### config.mk
export PLATFORM = sky130hd
export DESIGN_NAME = suspend_pin_and_bus_status_control
export DESIGN_NICKNAME = d
export VERILOG_FILES = /design/src/hdl/suspend_pin_pkg.sv /design/src/hdl/status_pin_driver.sv /design/src/hdl/suspend_pin_and_bus_status_control.sv
export SDC_FILE = /design/constraint.sdc
export NUM_CORES = 1
export LEC_CHECK = 0
export ABC_AREA = 1
export BUFFER_PORTS_ARGS = -buffer_cell sky130_fd_sc_hd__buf_4
export CAP_MARGIN = 25
export CORE_ASPECT_RATIO = 0.7
export CORE_MARGIN = 5
export CORE_UTILIZATION = 35
export CTS_CLUSTER_SIZE = 28
export DETAILED_ROUTE_END_ITERATION = 12
export GPL_TIMING_DRIVEN = 1
export PLACE_DENSITY_LB_ADDON = 0.3
export SKIP_CTS_REPAIR_TIMING = 1
export SLEW_MARGIN = 20
export SYNTH_ARGS = -nofsm -noshare
export SYNTH_HDL_FRONTEND = slang
export SYNTH_SLANG_ARGS = --single-unit
### constraint.sdc
create_clock -name clk_i -period 1.5 [get_ports clk_i]
set_input_delay 0.075 -clock clk_i [delete_from_list [all_inputs] [get_ports clk_i]]
set_output_delay 0.075 -clock clk_i [all_outputs]
set_load 0.03 [all_outputs]
### src/hdl/suspend_pin_pkg.sv
package suspend_pin_pkg;

  // ******************************
  // Register indices (byte address = 4 * index)
  // ******************************
  localparam logic [9:0] SUSP_LEVEL_IDX = 10'h06A;
  localparam logic [9:0] SUSP_DRIVE_IDX = 10'h06B;
  localparam logic [9:0] REVISION_IDX = 10'h260;
  localparam logic [9:0] BUS_STATUS_IDX = 10'h262;
  localparam int ADR_W = 12;
  localparam int IDX_LSB = 2;

  // ******************************
  // Field positions
  // ******************************
  localparam int OVERRIDE_BIT = 15;
  localparam int PIN_B_LEVEL_BIT = 13;
  localparam int PIN_B_SOURCE_LSB = 10;
  localparam int PIN_B_DRIVE_LSB = 8;
  localparam int PIN_A_LEVEL_BIT = 5;
  localparam int PIN_A_SOURCE_LSB = 2;
  localparam int PIN_A_DRIVE_LSB = 0;

  // ******************************
  // Masks and reset values
  // ******************************
  localparam logic [15:0] MANAGED_PINS = 16'h3CCF;
  localparam logic [15:0] SUSP_DRIVE_MASK = 16'hBCCF;
  localparam logic [15:0] SUSP_DRIVE_RST = 16'h0000;
  localparam logic [15:0] SUSP_LEVEL_RST = 16'h0000;
  localparam logic [2:0] SOURCE_RST = 3'h0;

  // ******************************
  // Source and drive codes
  // ******************************
  localparam logic [2:0] SRC_SUSP_OR_RESET = 3'h0;
  localparam logic [2:0] SRC_SUSP_ONLY = 3'h1;
  localparam logic [2:0] SRC_POWER_CLASS = 3'h2;
  localparam logic [1:0] DRIVE_OPEN_DRAIN = 2'h1;
  localparam logic [1:0] DRIVE_PUSH_PULL = 2'h2;
  localparam logic [1:0] DRIVE_RST = DRIVE_PUSH_PULL;

  function automatic logic drive_code_valid(input logic [1:0] code);
    return (code == DRIVE_OPEN_DRAIN) || (code == DRIVE_PUSH_PULL);
  endfunction

endpackage

### src/hdl/status_pin_driver.sv
`timescale 1ns/1ps
`default_nettype none
module status_pin_driver
  import suspend_pin_pkg::*;
#(
  parameter bit LOW_ON_RESET_SOURCE = 1'b0
)
(
  input wire logic clk_i,
  input wire logic rst_i,
  input wire logic [2:0] source_i,
  input wire logic [1:0] drive_i,
  input wire logic usb_suspend_i,
  input wire logic usb_bus_reset_i,
  input wire logic usb_configured_i,
  input wire logic high_power_i,
  output logic pin_o,
  output logic pin_oe_o
);

  logic active;
  logic level;

  always_comb
  begin
    unique case (source_i)
      SRC_SUSP_OR_RESET: active = usb_suspend_i | usb_bus_reset_i;
      SRC_SUSP_ONLY: active = usb_suspend_i;
      SRC_POWER_CLASS: active = usb_suspend_i | (high_power_i & ~usb_configured_i);
      default: active = 1'b0;
    endcase
  end

  // Pin A inverts only for the suspend-or-reset source
  assign level = (LOW_ON_RESET_SOURCE && source_i == SRC_SUSP_OR_RESET) ? ~active : active;

  always_ff @(posedge clk_i)
  begin
    if (rst_i)
    begin
      pin_o <= 1'b0;
      pin_oe_o <= 1'b0;
    end
    else if (drive_i == DRIVE_OPEN_DRAIN)
    begin
      pin_o <= 1'b0;
      pin_oe_o <= ~level;
    end
    else
    begin
      pin_o <= level;
      pin_oe_o <= 1'b1;
    end
  end
endmodule
`default_nettype wire

### src/hdl/suspend_pin_and_bus_status_control.sv
// Behaviour
// - No override: pins hold state during suspend
// - Override: suspend applies programmed levels and drives
// - Modem pins bits 13:10: 0 push-pull, 1 open-drain
// - Bits 7,6,3..0: 0 push-pull, 1 open-drain
// - Status bit 13 reads live pin B level
// - Status bit 5 reads live pin A level
// - Pin B source 000: high on suspend/reset
// - Pin A source 000: low on suspend/reset
// - Source 001: high only while suspended
// - Source 010: power class selects configuration term
// - Pin B drive: 01 open-drain, 10 push-pull
// - Pin A drive: 01 open-drain, 10 push-pull
// - Override suspend level follows level register bit
//
// The Wishbone interface to the registers is this design's own decision.
`timescale 1ns/1ps
`default_nettype none
module suspend_pin_and_bus_status_control
  import suspend_pin_pkg::*;
#(
  parameter logic [15:0] REVISION = 16'h0000, // Arbitrary value
  parameter int PINS = 16
)
(
  input wire logic clk_i,
  input wire logic rst_i,
  // Wishbone classic slave
  input wire logic wb_cyc_i,
  input wire logic wb_stb_i,
  input wire logic wb_we_i,
  input wire logic [ADR_W-1:0] wb_adr_i,
  input wire logic [3:0] wb_sel_i,
  input wire logic [31:0] wb_dat_i,
  output logic [31:0] wb_dat_o,
  output logic wb_ack_o,
  // Bus engine state
  input wire logic usb_suspend_i,
  input wire logic usb_bus_reset_i,
  input wire logic usb_configured_i,
  input wire logic high_power_i,
  // Normal pin drive from the serial and general-purpose logic
  input wire logic [PINS-1:0] normal_out_i,
  input wire logic [PINS-1:0] normal_oe_i,
  // Managed pins
  output logic [PINS-1:0] pin_o,
  output logic [PINS-1:0] pin_oe_o,
  // Status pins
  input wire logic bus_status_pin_a_i,
  output logic bus_status_pin_a_o,
  output logic bus_status_pin_a_oe_o,
  input wire logic bus_status_pin_b_i,
  output logic bus_status_pin_b_o,
  output logic bus_status_pin_b_oe_o
);

  // ************************************************
  // Register storage
  // ************************************************
  logic [15:0] suspend_drive_type;
  logic [15:0] suspend_level;
  logic [2:0] pin_a_source;
  logic [2:0] pin_b_source;
  logic [1:0] pin_a_drive;
  logic [1:0] pin_b_drive;

  logic [9:0] idx;
  logic req;
  logic wr;
  logic [15:0] wmask;
  logic [15:0] wdata;
  logic [15:0] status_word;
  logic [15:0] next_read;
  logic override;

  assign idx = wb_adr_i[ADR_W-1:IDX_LSB];
  // One access per request; the ack cycle itself is not taken again
  assign req = wb_cyc_i & wb_stb_i & ~wb_ack_o;
  assign wr = req & wb_we_i;
  assign wmask = {{8{wb_sel_i[1]}}, {8{wb_sel_i[0]}}};
  assign wdata = wb_dat_i[15:0];
  assign override = suspend_drive_type[OVERRIDE_BIT];

  function automatic logic [15:0] merge(input logic [15:0] old, input logic [15:0] keep);
    return ((old & ~wmask) | (wdata & wmask)) & keep;
  endfunction

  // ************************************************
  // Bus handshake
  // ************************************************
  always_ff @(posedge clk_i)
  begin
    if (rst_i)
    begin
      wb_ack_o <= 1'b0;
    end
    else
    begin
      wb_ack_o <= req;
    end
  end

  // ************************************************
  // Suspend drive and level registers
  // ************************************************
  always_ff @(posedge clk_i)
  begin
    if (rst_i)
    begin
      suspend_drive_type <= SUSP_DRIVE_RST;
    end
    else if (wr && idx == SUSP_DRIVE_IDX)
    begin
      // Reserved bits are not stored and read back as zero
      suspend_drive_type <= merge(suspend_drive_type, SUSP_DRIVE_MASK);
    end
  end

  always_ff @(posedge clk_i)
  begin
    if (rst_i)
    begin
      suspend_level <= SUSP_LEVEL_RST;
    end
    else if (wr && idx == SUSP_LEVEL_IDX)
    begin
      suspend_level <= merge(suspend_level, MANAGED_PINS);
    end
  end

  // ************************************************
  // Status pin configuration
  // ************************************************
  logic [15:0] status_new;
  assign status_new = (status_word & ~wmask) | (wdata & wmask);

  always_ff @(posedge clk_i)
  begin
    if (rst_i)
    begin
      pin_a_source <= SOURCE_RST;
      pin_b_source <= SOURCE_RST;
    end
    else if (wr && idx == BUS_STATUS_IDX)
    begin
      // Reserved bits 15:14 and 7:6 are dropped
      pin_a_source <= status_new[PIN_A_SOURCE_LSB +: 3];
      pin_b_source <= status_new[PIN_B_SOURCE_LSB +: 3];
    end
  end

  always_ff @(posedge clk_i)
  begin
    if (rst_i)
    begin
      pin_a_drive <= DRIVE_RST;
      pin_b_drive <= DRIVE_RST;
    end
    else if (wr && idx == BUS_STATUS_IDX)
    begin
      // A bad code would leave the pin undefined, so it is ignored
      if (drive_code_valid(status_new[PIN_A_DRIVE_LSB +: 2]))
      begin
        pin_a_drive <= status_new[PIN_A_DRIVE_LSB +: 2];
      end
      if (drive_code_valid(status_new[PIN_B_DRIVE_LSB +: 2]))
      begin
        pin_b_drive <= status_new[PIN_B_DRIVE_LSB +: 2];
      end
    end
  end

  // ************************************************
  // Read path
  // ************************************************
  always_comb
  begin
    status_word = 16'h0000;
    status_word[PIN_B_LEVEL_BIT] = bus_status_pin_b_i;
    status_word[PIN_B_SOURCE_LSB +: 3] = pin_b_source;
    status_word[PIN_B_DRIVE_LSB +: 2] = pin_b_drive;
    status_word[PIN_A_LEVEL_BIT] = bus_status_pin_a_i;
    status_word[PIN_A_SOURCE_LSB +: 3] = pin_a_source;
    status_word[PIN_A_DRIVE_LSB +: 2] = pin_a_drive;
  end

  always_comb
  begin
    unique case (idx)
      SUSP_LEVEL_IDX: next_read = suspend_level;
      SUSP_DRIVE_IDX: next_read = suspend_drive_type;
      REVISION_IDX: next_read = REVISION;
      BUS_STATUS_IDX: next_read = status_word;
      default: next_read = 16'h0000;
    endcase
  end

  always_ff @(posedge clk_i)
  begin
    if (rst_i)
    begin
      wb_dat_o <= 32'h0000_0000;
    end
    else if (req && !wb_we_i)
    begin
      wb_dat_o <= {16'h0000, next_read};
    end
  end

  // ************************************************
  // Suspend pin control
  // ************************************************
  logic [PINS-1:0] prog_out;
  logic [PINS-1:0] prog_oe;

  // Open-drain drives low for a zero and releases for a one
  assign prog_out = suspend_level & ~suspend_drive_type[PINS-1:0];
  assign prog_oe = ~(suspend_drive_type[PINS-1:0] & suspend_level);

  always_ff @(posedge clk_i)
  begin
    if (rst_i)
    begin
      pin_o <= '0;
      pin_oe_o <= '0;
    end
    else if (!usb_suspend_i)
    begin
      pin_o <= normal_out_i;
      pin_oe_o <= normal_oe_i;
    end
    else if (override)
    begin
      pin_o <= (prog_out & MANAGED_PINS) | (normal_out_i & ~MANAGED_PINS);
      pin_oe_o <= (prog_oe & MANAGED_PINS) | (normal_oe_i & ~MANAGED_PINS);
    end
    else
    begin
      // Hold is from the last pre-suspend value, whatever the core does later
      pin_o <= pin_o;
      pin_oe_o <= pin_oe_o;
    end
  end

  // ************************************************
  // Status pins
  // ************************************************
  status_pin_driver #(
    .LOW_ON_RESET_SOURCE(1'b1)
  ) u_pin_a (
    .clk_i(clk_i),
    .rst_i(rst_i),
    .source_i(pin_a_source),
    .drive_i(pin_a_drive),
    .usb_suspend_i(usb_suspend_i),
    .usb_bus_reset_i(usb_bus_reset_i),
    .usb_configured_i(usb_configured_i),
    .high_power_i(high_power_i),
    .pin_o(bus_status_pin_a_o),
    .pin_oe_o(bus_status_pin_a_oe_o)
  );

  status_pin_driver #(
    .LOW_ON_RESET_SOURCE(1'b0)
  ) u_pin_b (
    .clk_i(clk_i),
    .rst_i(rst_i),
    .source_i(pin_b_source),
    .drive_i(pin_b_drive),
    .usb_suspend_i(usb_suspend_i),
    .usb_bus_reset_i(usb_bus_reset_i),
    .usb_configured_i(usb_configured_i),
    .high_power_i(high_power_i),
    .pin_o(bus_status_pin_b_o),
    .pin_oe_o(bus_status_pin_b_oe_o)
  );
endmodule
`default_nettype wire

==> out/qor.txt, run 1 <==
Outcome -> complete, but fails checks
Failing checks -> negative hold slack
Std-Cell Rows -> 32
Max Fanout on Critical Path -> 8
Aggregate global-route resource usage -> 18.1%
Highest routing layer actually used -> met4
Final net count -> 786
Number of instances in the synthesized netlist -> 554
Ant diodes -> 0
Clock tree from TritonCTS -> built
Average detailed-routed wire length per instance -> 14.2 um
Routability congestion estimate -> 0.863
Fraction of the cycle the final worst path needs -> 94.0%
Routed vias -> 4,071
Post-synth design cell area -> 3870 sq um
Async set-reset flop share out of synthesis -> 0%
Routed wire length on met3 -> 828 um
Layout Cells excl Fill -> 853
Worst clock skew on the final layout -> 0.00826 ns
Ys flop type -> dfxtp_1
Buffers added on ports -> 120
Fraction of layout cells with a size suffix above 1 -> 25.7%
Category of the most critical setup path -> reg -> reg
Number of warnings issued by yosys -> 0
Largest net degree at the start of global routing -> 40
Clk pin slew, worst setup/hold paths -> 0.06 ns
Number of cells in the design after placement -> 821
Clk sinks -> 83
Placeable core region -> 10,900 sq um
Violation count after the first detailed-routing iteration -> 404
Via count of the first global-routing pass -> 3,855
TritonCTS Buffers -> 9
Post-detail-place hpwl -> 9.19 mm
Final worst slack -> 0.0902 ns
Maximum buffer depth of the clock tree -> 2
Number of nets with antenna violations after detailed routing -> 0
Nature of the critical path endpoint -> register
Transition time of the tightest slew-check pin -> 0.510 ns
Total congestion overflow after global routing -> 0
Worst path max stage delay -> 0.31 ns
Die outline width -> 136 um
Design area -> 5460 sq um
Worst path cell trace -> nand3b_4 > nor2_2 > inv_2 > nor2_2 > nand2_1 > nand2_1 > nand2_1 > nor2_1
First-pass GRT wire length -> 19.1 mm
Clk Tree Root Cell -> clkbuf_16
Initial antenna violation count -> 0
Static Leakage -> 0.00256 uW
CP Data Required Time -> 1.77 ns
PD cells -> 1040 nW/um^2
Arrival @ worst endpoint -> 1.68 ns
Hold/Removal Path Class -> in -> reg
Worst vdd rail ir drop -> 0.563 mV
Wire length reported by the detailed router -> 12.1 mm
Final hold violations -> 8
Routed length on met1 -> 5.56 mm
Initial core utilization -> 35.5%
Level count of the clock H-tree -> 3
Max frequency -> 709 MHz
Setup repair after global routing missed its margin -> yes
Cell variety after synth -> 29
Hold WS -> -0.0336 ns
Cell occurring most often along the worst timing path -> nand2_1
Final setup fails -> 0
Slowest cell on the critical path -> dfxtp_1
Number of storage elements in the synthesis netlist -> 83
Layout overhead on the synthesized area -> 40.9%
I/O pin total -> 160
Area of the die -> 13,300 sq um
Count of flip-flops with a built-in enable after synthesis -> 0
Pre-CTS setup slack -> 0.104 ns
DRC Markers -> 0
Clk_lat worst skew -> 0.34 ns
Detailed Routing Iterations Pass 1 -> 5
Post-place instance area -> 4950 sq um
Clock period minus worst slack -> 1.41 ns
Synthesized area per cell -> 6.99 sq um
Final max-slew violation count -> 0
Sequential-to-total area share from yosys stat -> 42.9%
Max-capacitance violation count -> 0
Met2 WL post-DR -> 5.59 mm
Via density per instance -> 4.77
Worst max-slew margin expressed relative to the limit -> 65.7%
Die boundary height -> 98.0 um
Nature of the critical path startpoint -> register
area by class of cell:
class | count | area [sq um]
Fill cell | 1067 | 5470
Tap cell | 153 | 191
Clock buffer | 10 | 239
Clock inverter | 6 | 111
Timing Repair Buffer | 157 | 1230
Inverter | 52 | 195
Sequential cell | 83 | 1660
Multi-Input combinational cell | 392 | 1830
Yosys cell counts (3+ instances only):
master / instances / area [sq um]
nand4_1: 27 / 169
or2_2: 3 / 18.8
nor2_4: 4 / 45.0
nand2_1: 119 / 447
buf_2: 11 / 55.1
nor4_1: 5 / 31.3
nor3_1: 5 / 25.0
nand2_2: 5 / 31.3
nor2_1: 86 / 323
dfxtp_1: 83 / 1660
nor2_2: 7 / 43.8
clkinv_1: 3 / 11.3
o21ai_0: 35 / 175
nand3_1: 31 / 155
buf_4: 17 / 128
o221ai_1: 3 / 26.3
inv_1: 48 / 180
a31oi_1: 12 / 75.1
a21oi_1: 27 / 135
clkbuf_1: 14 / 52.6
metal layers:
metal | global-route usage, % | vias to the layer above
li1 | - | 2054
met1 | 24.6 | 1878
met2 | 28.4 | 125
met3 | 5.30 | 14
met4 | 4.26 | 0
met5 | 0 | -
worst max-delay path, delay by kind of cell (launching register included):
family | cells | cell delay, ns
simple gates | 7 | 0.92
flops | 1 | 0.31
buf+inv | 1 | 0.10
cells by family after synthesis:
group	synth area share [%]
AND/OR/NAND/NOR	34.4
AO/OA/AOI/OAI	11.3
other	0.0968
buffers and inverters	11.4
flip-flops	42.9
final timing paths:
check        cells past startpoint  slack [ns]      startpoint     endpoint
max                              8        0.09        wb_ack_o     register
min                              3       -0.03  normal_oe_i[9]  pin_oe_o[9]
max reg2reg                      8        0.09        wb_ack_o     register
min reg2reg                      1        0.45        register  pin_oe_o[7]
stage by stage:
stage               total power (uW)  util, %  TNS, ns  hold slack [ns]
floorplan                       2790        -        0            0.210
global placement                3100     45.3        0            0.298
detailed placement              3120     45.3        0            0.304
CTS                             5710     48.5        0          -0.0496
global route                    5910     50.0   -0.306         0.000761
finish                          5690     50.0        0          -0.0336
report_power, final:
| part | switching, uW | total, uW | internal, uW |
|---|---|---|---|
| Sequential | 34.0 | 2310 | 2280 |
| Clock | 913 | 2590 | 1670 |
| Combinational | 474 | 792 | 318 |
placed cells by master (no fill, tap or decap), types with 17 or more instances in the layout:
cell / count
buf_4: 140
nand2_1: 119
nor2_1: 86
dfxtp_1: 83
inv_1: 48
o21ai_0: 35
nand3_1: 31
a21oi_1: 27
nand4_1: 27
conb_1: 17
Note: power is estimated with default switching activity, not from simulation.
==> run 2: changes to the inputs <==
Settings changed: PLACE_DENSITY_LB_ADDON 0.3 to 0.1.
==> out/qor.txt, run 2 (synthesis gave the netlist of run 1 again) <==
Outcome -> complete, but fails checks (unchanged)
Failing checks -> negative hold slack (unchanged)
Hold WS -> -0.0291 ns (was -0.0336 ns)
Average detailed-routed wire length per instance -> 14.1 um (was 14.2 um)
Total congestion overflow after global routing -> 0 (unchanged)
Violation count after the first detailed-routing iteration -> 203 (was 404)
Number of cells in the design after placement -> 820 (was 821)
Wire length reported by the detailed router -> 12.0 mm (was 12.1 mm)
Clock power frac -> 41.8% (was 45.5%)
Worst clock skew on the final layout -> 0.00445 ns (was 0.00826 ns)
Transition time of the tightest slew-check pin -> 0.604 ns (was 0.510 ns)
Via density per instance -> 4.75 (was 4.77)
Fraction of layout cells with a size suffix above 1 -> 25.3% (was 25.7%)
Std-Cell Rows -> 32 (unchanged)
Commonest non-fill, non-tap cell in the layout -> buf_4 (unchanged)
Max frequency -> 771 MHz (was 709 MHz)
Logic pwr share -> 14.9% (was 13.9%)
Final hold violations -> 8 (unchanged)
First-pass GRT wire length -> 18.9 mm (was 19.1 mm)
Net switching share of the total power -> 25.7% (was 25.0%)
Largest net degree at the start of global routing -> 41 (was 40)
Maximum buffer depth of the clock tree -> 2 (unchanged)
PD cells -> 983 nW/um^2 (was 1040 nW/um^2)
Die boundary height -> 98.0 um (unchanged)
Layout Cells excl Fill -> 852 (was 853)
Pre-CTS setup slack -> 0.0783 ns (was 0.104 ns)
Buffers added on ports -> 120 (unchanged)
Nature of the critical path startpoint -> register (unchanged)
R2r setup slk -> 0.20 ns (was 0.09 ns)
Net switching power of the design -> 1370 uW (was 1420 uW)
I/O pin total -> 160 (unchanged)
Arrival @ worst endpoint -> 1.57 ns (was 1.68 ns)
Clk Tree Root Cell -> clkbuf_16 (unchanged)
Aggregate global-route resource usage -> 17.7% (was 18.1%)
Layout overhead on the synthesized area -> 40.2% (was 40.9%)
Area of the die -> 13,300 sq um (unchanged)
Internal cell power -> 3970 uW (was 4270 uW)
Placeable core region -> 10,900 sq um (unchanged)
Static Leakage -> 0.00255 uW (was 0.00256 uW)
Clk pin slew, worst setup/hold paths -> 0.06 ns (about the same)
Fraction of the cycle the final worst path needs -> 86.5% (was 94.0%)
Ant diodes -> 0 (unchanged)
Worst vdd rail ir drop -> 0.565 mV (was 0.563 mV)
Clk sinks -> 83 (unchanged)
Max-capacitance violation count -> 0 (unchanged)
TritonCTS Buffers -> 9 (unchanged)
Worst max-slew margin expressed relative to the limit -> 59.3% (was 65.7%)
Detailed Routing Iterations Pass 1 -> 5 (unchanged)
DRC Markers -> 0 (unchanged)
Clock period minus worst slack -> 1.30 ns (was 1.41 ns)
Nature of the critical path endpoint -> register (unchanged)
Die outline width -> 136 um (unchanged)
Max Fanout on Critical Path -> 8 (unchanged)
Final max-slew violation count -> 0 (unchanged)
Final net count -> 786 (unchanged)
Initial core utilization -> 35.5% (unchanged)
Level count of the clock H-tree -> 3 (unchanged)
Number of nets with antenna violations after detailed routing -> 0 (unchanged)
Clock tree from TritonCTS -> built (unchanged)
Via count of the first global-routing pass -> 3,824 (was 3,855)
Setup repair after global routing missed its margin -> no (was yes)
Sequential fraction of design power -> 43.3% (was 40.6%)
Final worst slack -> 0.202 ns (was 0.0902 ns)
CP Data Required Time -> 1.77 ns (about the same)
Routability congestion estimate -> 0.835 (was 0.863)
Hold/Removal Path Class -> in -> reg (unchanged)
Final setup fails -> 0 (unchanged)
Setup_tns -> 0 ns (unchanged)
Initial antenna violation count -> 0 (unchanged)
Commonest non-fill, non-tap cells in the layout -> buf_4, nand2_1, nor2_1 (unchanged)
Category of the most critical setup path -> reg -> reg (unchanged)
Routed vias -> 4,045 (was 4,071)
Count of fill cells added during filler insertion -> 1,101 (was 1,067)
Post-detail-place hpwl -> 9.12 mm (was 9.19 mm)
Clk_lat worst skew -> 0.34 ns (about the same)
-- run 2: changes by cell type in the layout (fill, tap and decap cells not counted), moves of 2 or more --
cell	previous run	this run
clkbuf_1	0	2
nor2_4	4	7
bufinv_16	3	1
nor2_2	7	4
-- run 2: power groups by stage --
stage	Combinational (uW)	Clock, uW	Sequential, uW
2_1_floorplan	297	0	2500
3_3_place_gp	751	0	2360
3_5_place_dp	759	0	2360
4_1_cts	760	2290	2310
5_1_grt	857	2370	2320
6_report	795	2230	2310
-- run 2: worst max-delay path, cell delays in order (launching register included) --
cell	delay, ns
dfxtp_1	0.32
nand3b_4	0.17
nor2_4	0.13
inv_2	0.10
nor2_4	0.16
nand2_2	0.13
nand2_1	0.08
nand2_1	0.05
nor2_1	0.10
-- run 2: stage by stage --
stage | util, % | power, uW | hold slack [ns] | area [sq um]
after global routing | 49.7 | 5550 | 0.000909 | 5430
final | 49.7 | 5340 | -0.0291 | 5430
after detailed placement | 45.2 | 3120 | 0.308 | 4940
after CTS | 47.9 | 5360 | -0.0470 | 5240
after global placement | 45.2 | 3110 | 0.299 | 4940
after floorplan | - | 2790 | 0.210 | 3940
-- run 2: layer usage --
metal	GRT usage (%)	wire [um]	up-vias	share of wire [%]
li1	-	-	2057	-
met1	24.3	5740	1860	48
met2	27.9	5480	116	46
met3	4.22	673	12	5.6
met4	4.80	138	0	1.1
met5	0	0	-	0
-- run 2: layout make-up --
cell class	instances	area (sq um)	share of cell area (%)
tap	153	191	3.52
timing repair buffer	157	1230	22.7
sequential	83	1660	30.6
clock buffer	13	260	4.79
clock inverter	2	35.0	0.645
inverter	52	195	3.59
multi-input combinational	392	1850	34.1
-- run 2: worst paths after layout --
check,from,depth (start not counted),end
setup reg to reg,wb_ack_o,8,register
hold reg to reg,register,1,pin_oe_o[7]
hold / removal,normal_out_i[4],3,pin_o[4]
setup / recovery,wb_ack_o,8,register
==> run 3: changes to the inputs <==
--- a/config.mk
+++ b/config.mk
@@ -21,2 +21,3 @@
 export SYNTH_HDL_FRONTEND = slang
 export SYNTH_SLANG_ARGS = --single-unit
+export TNS_END_PERCENT = 1
==> constraint.sdc (replaced) <==
create_clock -name clk_i -period 1.5 [get_ports clk_i]
set_input_delay 0.15 -clock clk_i [delete_from_list [all_inputs] [get_ports clk_i]]
set_output_delay 0.15 -clock clk_i [all_outputs]
set_load 0.03 [all_outputs]
==> out/qor.txt, run 3 (synthesis gave the netlist of run 1 again) <==
Wire length reported by the detailed router -> 12.0 mm (about the same)
Aggregate global-route resource usage -> 18.1% (was 17.7%)
Hold/Removal Path Class -> in -> reg (unchanged)
Outcome -> completed (was complete, but fails checks)
Die boundary height -> 98.0 um (unchanged)
PD cells -> 993 nW/um^2 (was 983 nW/um^2)
Setup crit start -> wb_ack_o (unchanged)
Average detailed-routed wire length per instance -> 14.3 um (was 14.1 um)
Multi-input logic area -> 1850 sq um (about the same)
Number of cells in the design after placement -> 821 (was 820)
Largest net degree at the start of global routing -> 43 (was 41)
Post-place instance area -> 4950 sq um (was 4940 sq um)
Count of fill cells added during filler insertion -> 1,121 (was 1,101)
Worst clock skew on the final layout -> 0.00539 ns (was 0.00445 ns)
Max Fanout on Critical Path -> 8 (unchanged)
Fraction of layout cells with a size suffix above 1 -> 26.3% (was 25.3%)
Initial core utilization -> 35.5% (unchanged)
Post-detail-place hpwl -> 9.18 mm (was 9.12 mm)
Via count of the first global-routing pass -> 3,881 (was 3,824)
Routed vias -> 3,914 (was 4,045)
Clock tree from TritonCTS -> built (unchanged)
Transition time of the tightest slew-check pin -> 0.563 ns (was 0.604 ns)
Final setup fails -> 0 (unchanged)
Max-capacitance violation count -> 0 (unchanged)
Setup repair after global routing missed its margin -> no (unchanged)
Nature of the critical path endpoint -> register (unchanged)
Clk_lat worst skew -> 0.34 ns (about the same)
Cell depth of the worst min-delay path -> 3 (unchanged)
Layout overhead on the synthesized area -> 35.7% (was 40.2%)
Worst max-slew margin expressed relative to the limit -> 62.1% (was 59.3%)
Area taken by flip-flops and latches -> 1660 sq um (unchanged)
Startpoint of the worst hold path -> normal_out_i[4] (unchanged)
Commonest non-fill, non-tap cell in the layout -> buf_4 (unchanged)
Final hold violations -> 0 (was 8)
TritonCTS Buffers -> 9 (unchanged)
Buffers added on ports -> 120 (unchanged)
Number of nets with antenna violations after detailed routing -> 0 (unchanged)
Setup_tns -> 0 ns (unchanged)
Die outline width -> 136 um (unchanged)
Design area -> 5260 sq um (was 5430 sq um)
Ant diodes -> 0 (unchanged)
Category of the most critical setup path -> reg -> reg (unchanged)
Detailed Routing Iterations Pass 1 -> 4 (was 5)
Commonest non-fill, non-tap cells in the layout -> buf_4, nand2_1, nor2_1 (unchanged)
Final max-slew violation count -> 0 (unchanged)
Fraction of the cycle the final worst path needs -> 89.4% (was 86.5%)
Placeable core region -> 10,900 sq um (unchanged)
Arrival @ worst endpoint -> 1.61 ns (was 1.57 ns)
Violation count after the first detailed-routing iteration -> 232 (was 203)
Total congestion overflow after global routing -> 0 (unchanged)
Clk Tree Root Cell -> clkbuf_16 (unchanged)
Std-Cell Rows -> 32 (unchanged)
Level count of the clock H-tree -> 3 (unchanged)
Area of the die -> 13,300 sq um (unchanged)
R2r setup slk -> 0.16 ns (was 0.20 ns)
Clk sinks -> 83 (unchanged)
Hold WS -> 0.0303 ns (was -0.0291 ns)
Nature of the critical path startpoint -> register (unchanged)
Worst vdd rail ir drop -> 0.525 mV (was 0.565 mV)
Initial antenna violation count -> 0 (unchanged)
Layout Cells excl Fill -> 837 (was 852)
Static Leakage -> 0.00248 uW (was 0.00255 uW)
Max frequency -> 746 MHz (was 771 MHz)
Maximum buffer depth of the clock tree -> 2 (unchanged)
Sink of the worst hold path -> pin_o[4] (unchanged)
Clock period minus worst slack -> 1.34 ns (was 1.30 ns)
First-pass GRT wire length -> 19.4 mm (was 18.9 mm)
Worst reg2reg path startpoint -> wb_ack_o (unchanged)
Final net count -> 770 (was 786)
CP Data Required Time -> 1.77 ns (about the same)
DRC Markers -> 0 (unchanged)
Via density per instance -> 4.68 (was 4.75)
I/O pin total -> 160 (unchanged)
Worst reg2reg path depth -> 8 (unchanged)
Routability congestion estimate -> 0.864 (was 0.835)
Clk pin slew, worst setup/hold paths -> 0.06 ns (about the same)
## run 3: per-layer routing
metal / global-route usage, % / up-vias / share of wire, %
met5: 0 / - / 0
met1: 24.7 / 1791 / 47
li1: - / 2021 / -
met2: 29.4 / 90 / 46
met3: 4.43 / 12 / 5.7
met4: 3.72 / 0 / 0.89
## run 3: area by class of cell
type	count	share of cell area [%]
well taps	153	3.64
multi-input cells	392	35.2
repair buffers	141	20.4
clock inverters	3	0.404
flip-flops and latches	83	31.6
clock buffers	13	5.14
inverters	52	3.71
## run 3: power by group
group	internal, uW	switching (uW)
clock network	1260	893
registers	2280	34.3
logic	292	469
total	3830	1400
## run 3: through the flow
| step | util, % | worst slack [ns] | power [uW] |
|---|---|---|---|
| 2_1_floorplan | - | 0.130 | 2790 |
| 3_3_place_gp | 45.3 | -0.0686 | 3110 |
| 3_5_place_dp | 45.3 | -0.0555 | 3120 |
| 4_1_cts | 48.0 | 0.0906 | 5270 |
| 5_1_grt | 48.1 | 0.0274 | 5420 |
| 6_report | 48.1 | 0.160 | 5220 |
## run 3: how the worst max path moves through the flow
stage,to,cells after the start
after CTS,register,7
after detailed placement,u_pin_b.pin_oe_o,6
after global placement,u_pin_b.pin_oe_o,6
final,register,8
after floorplan,register,8
after global routing,register,8
## run 3: critical path, cell delays in order, from the launching register on
cell      delay [ns]
dfxtp_1         0.31
nand3b_4        0.16
nor2_2          0.16
inv_2           0.11
nor2_4          0.16
nand2_2         0.14
nand2_1         0.09
nand2_1         0.04
nor2_1          0.09
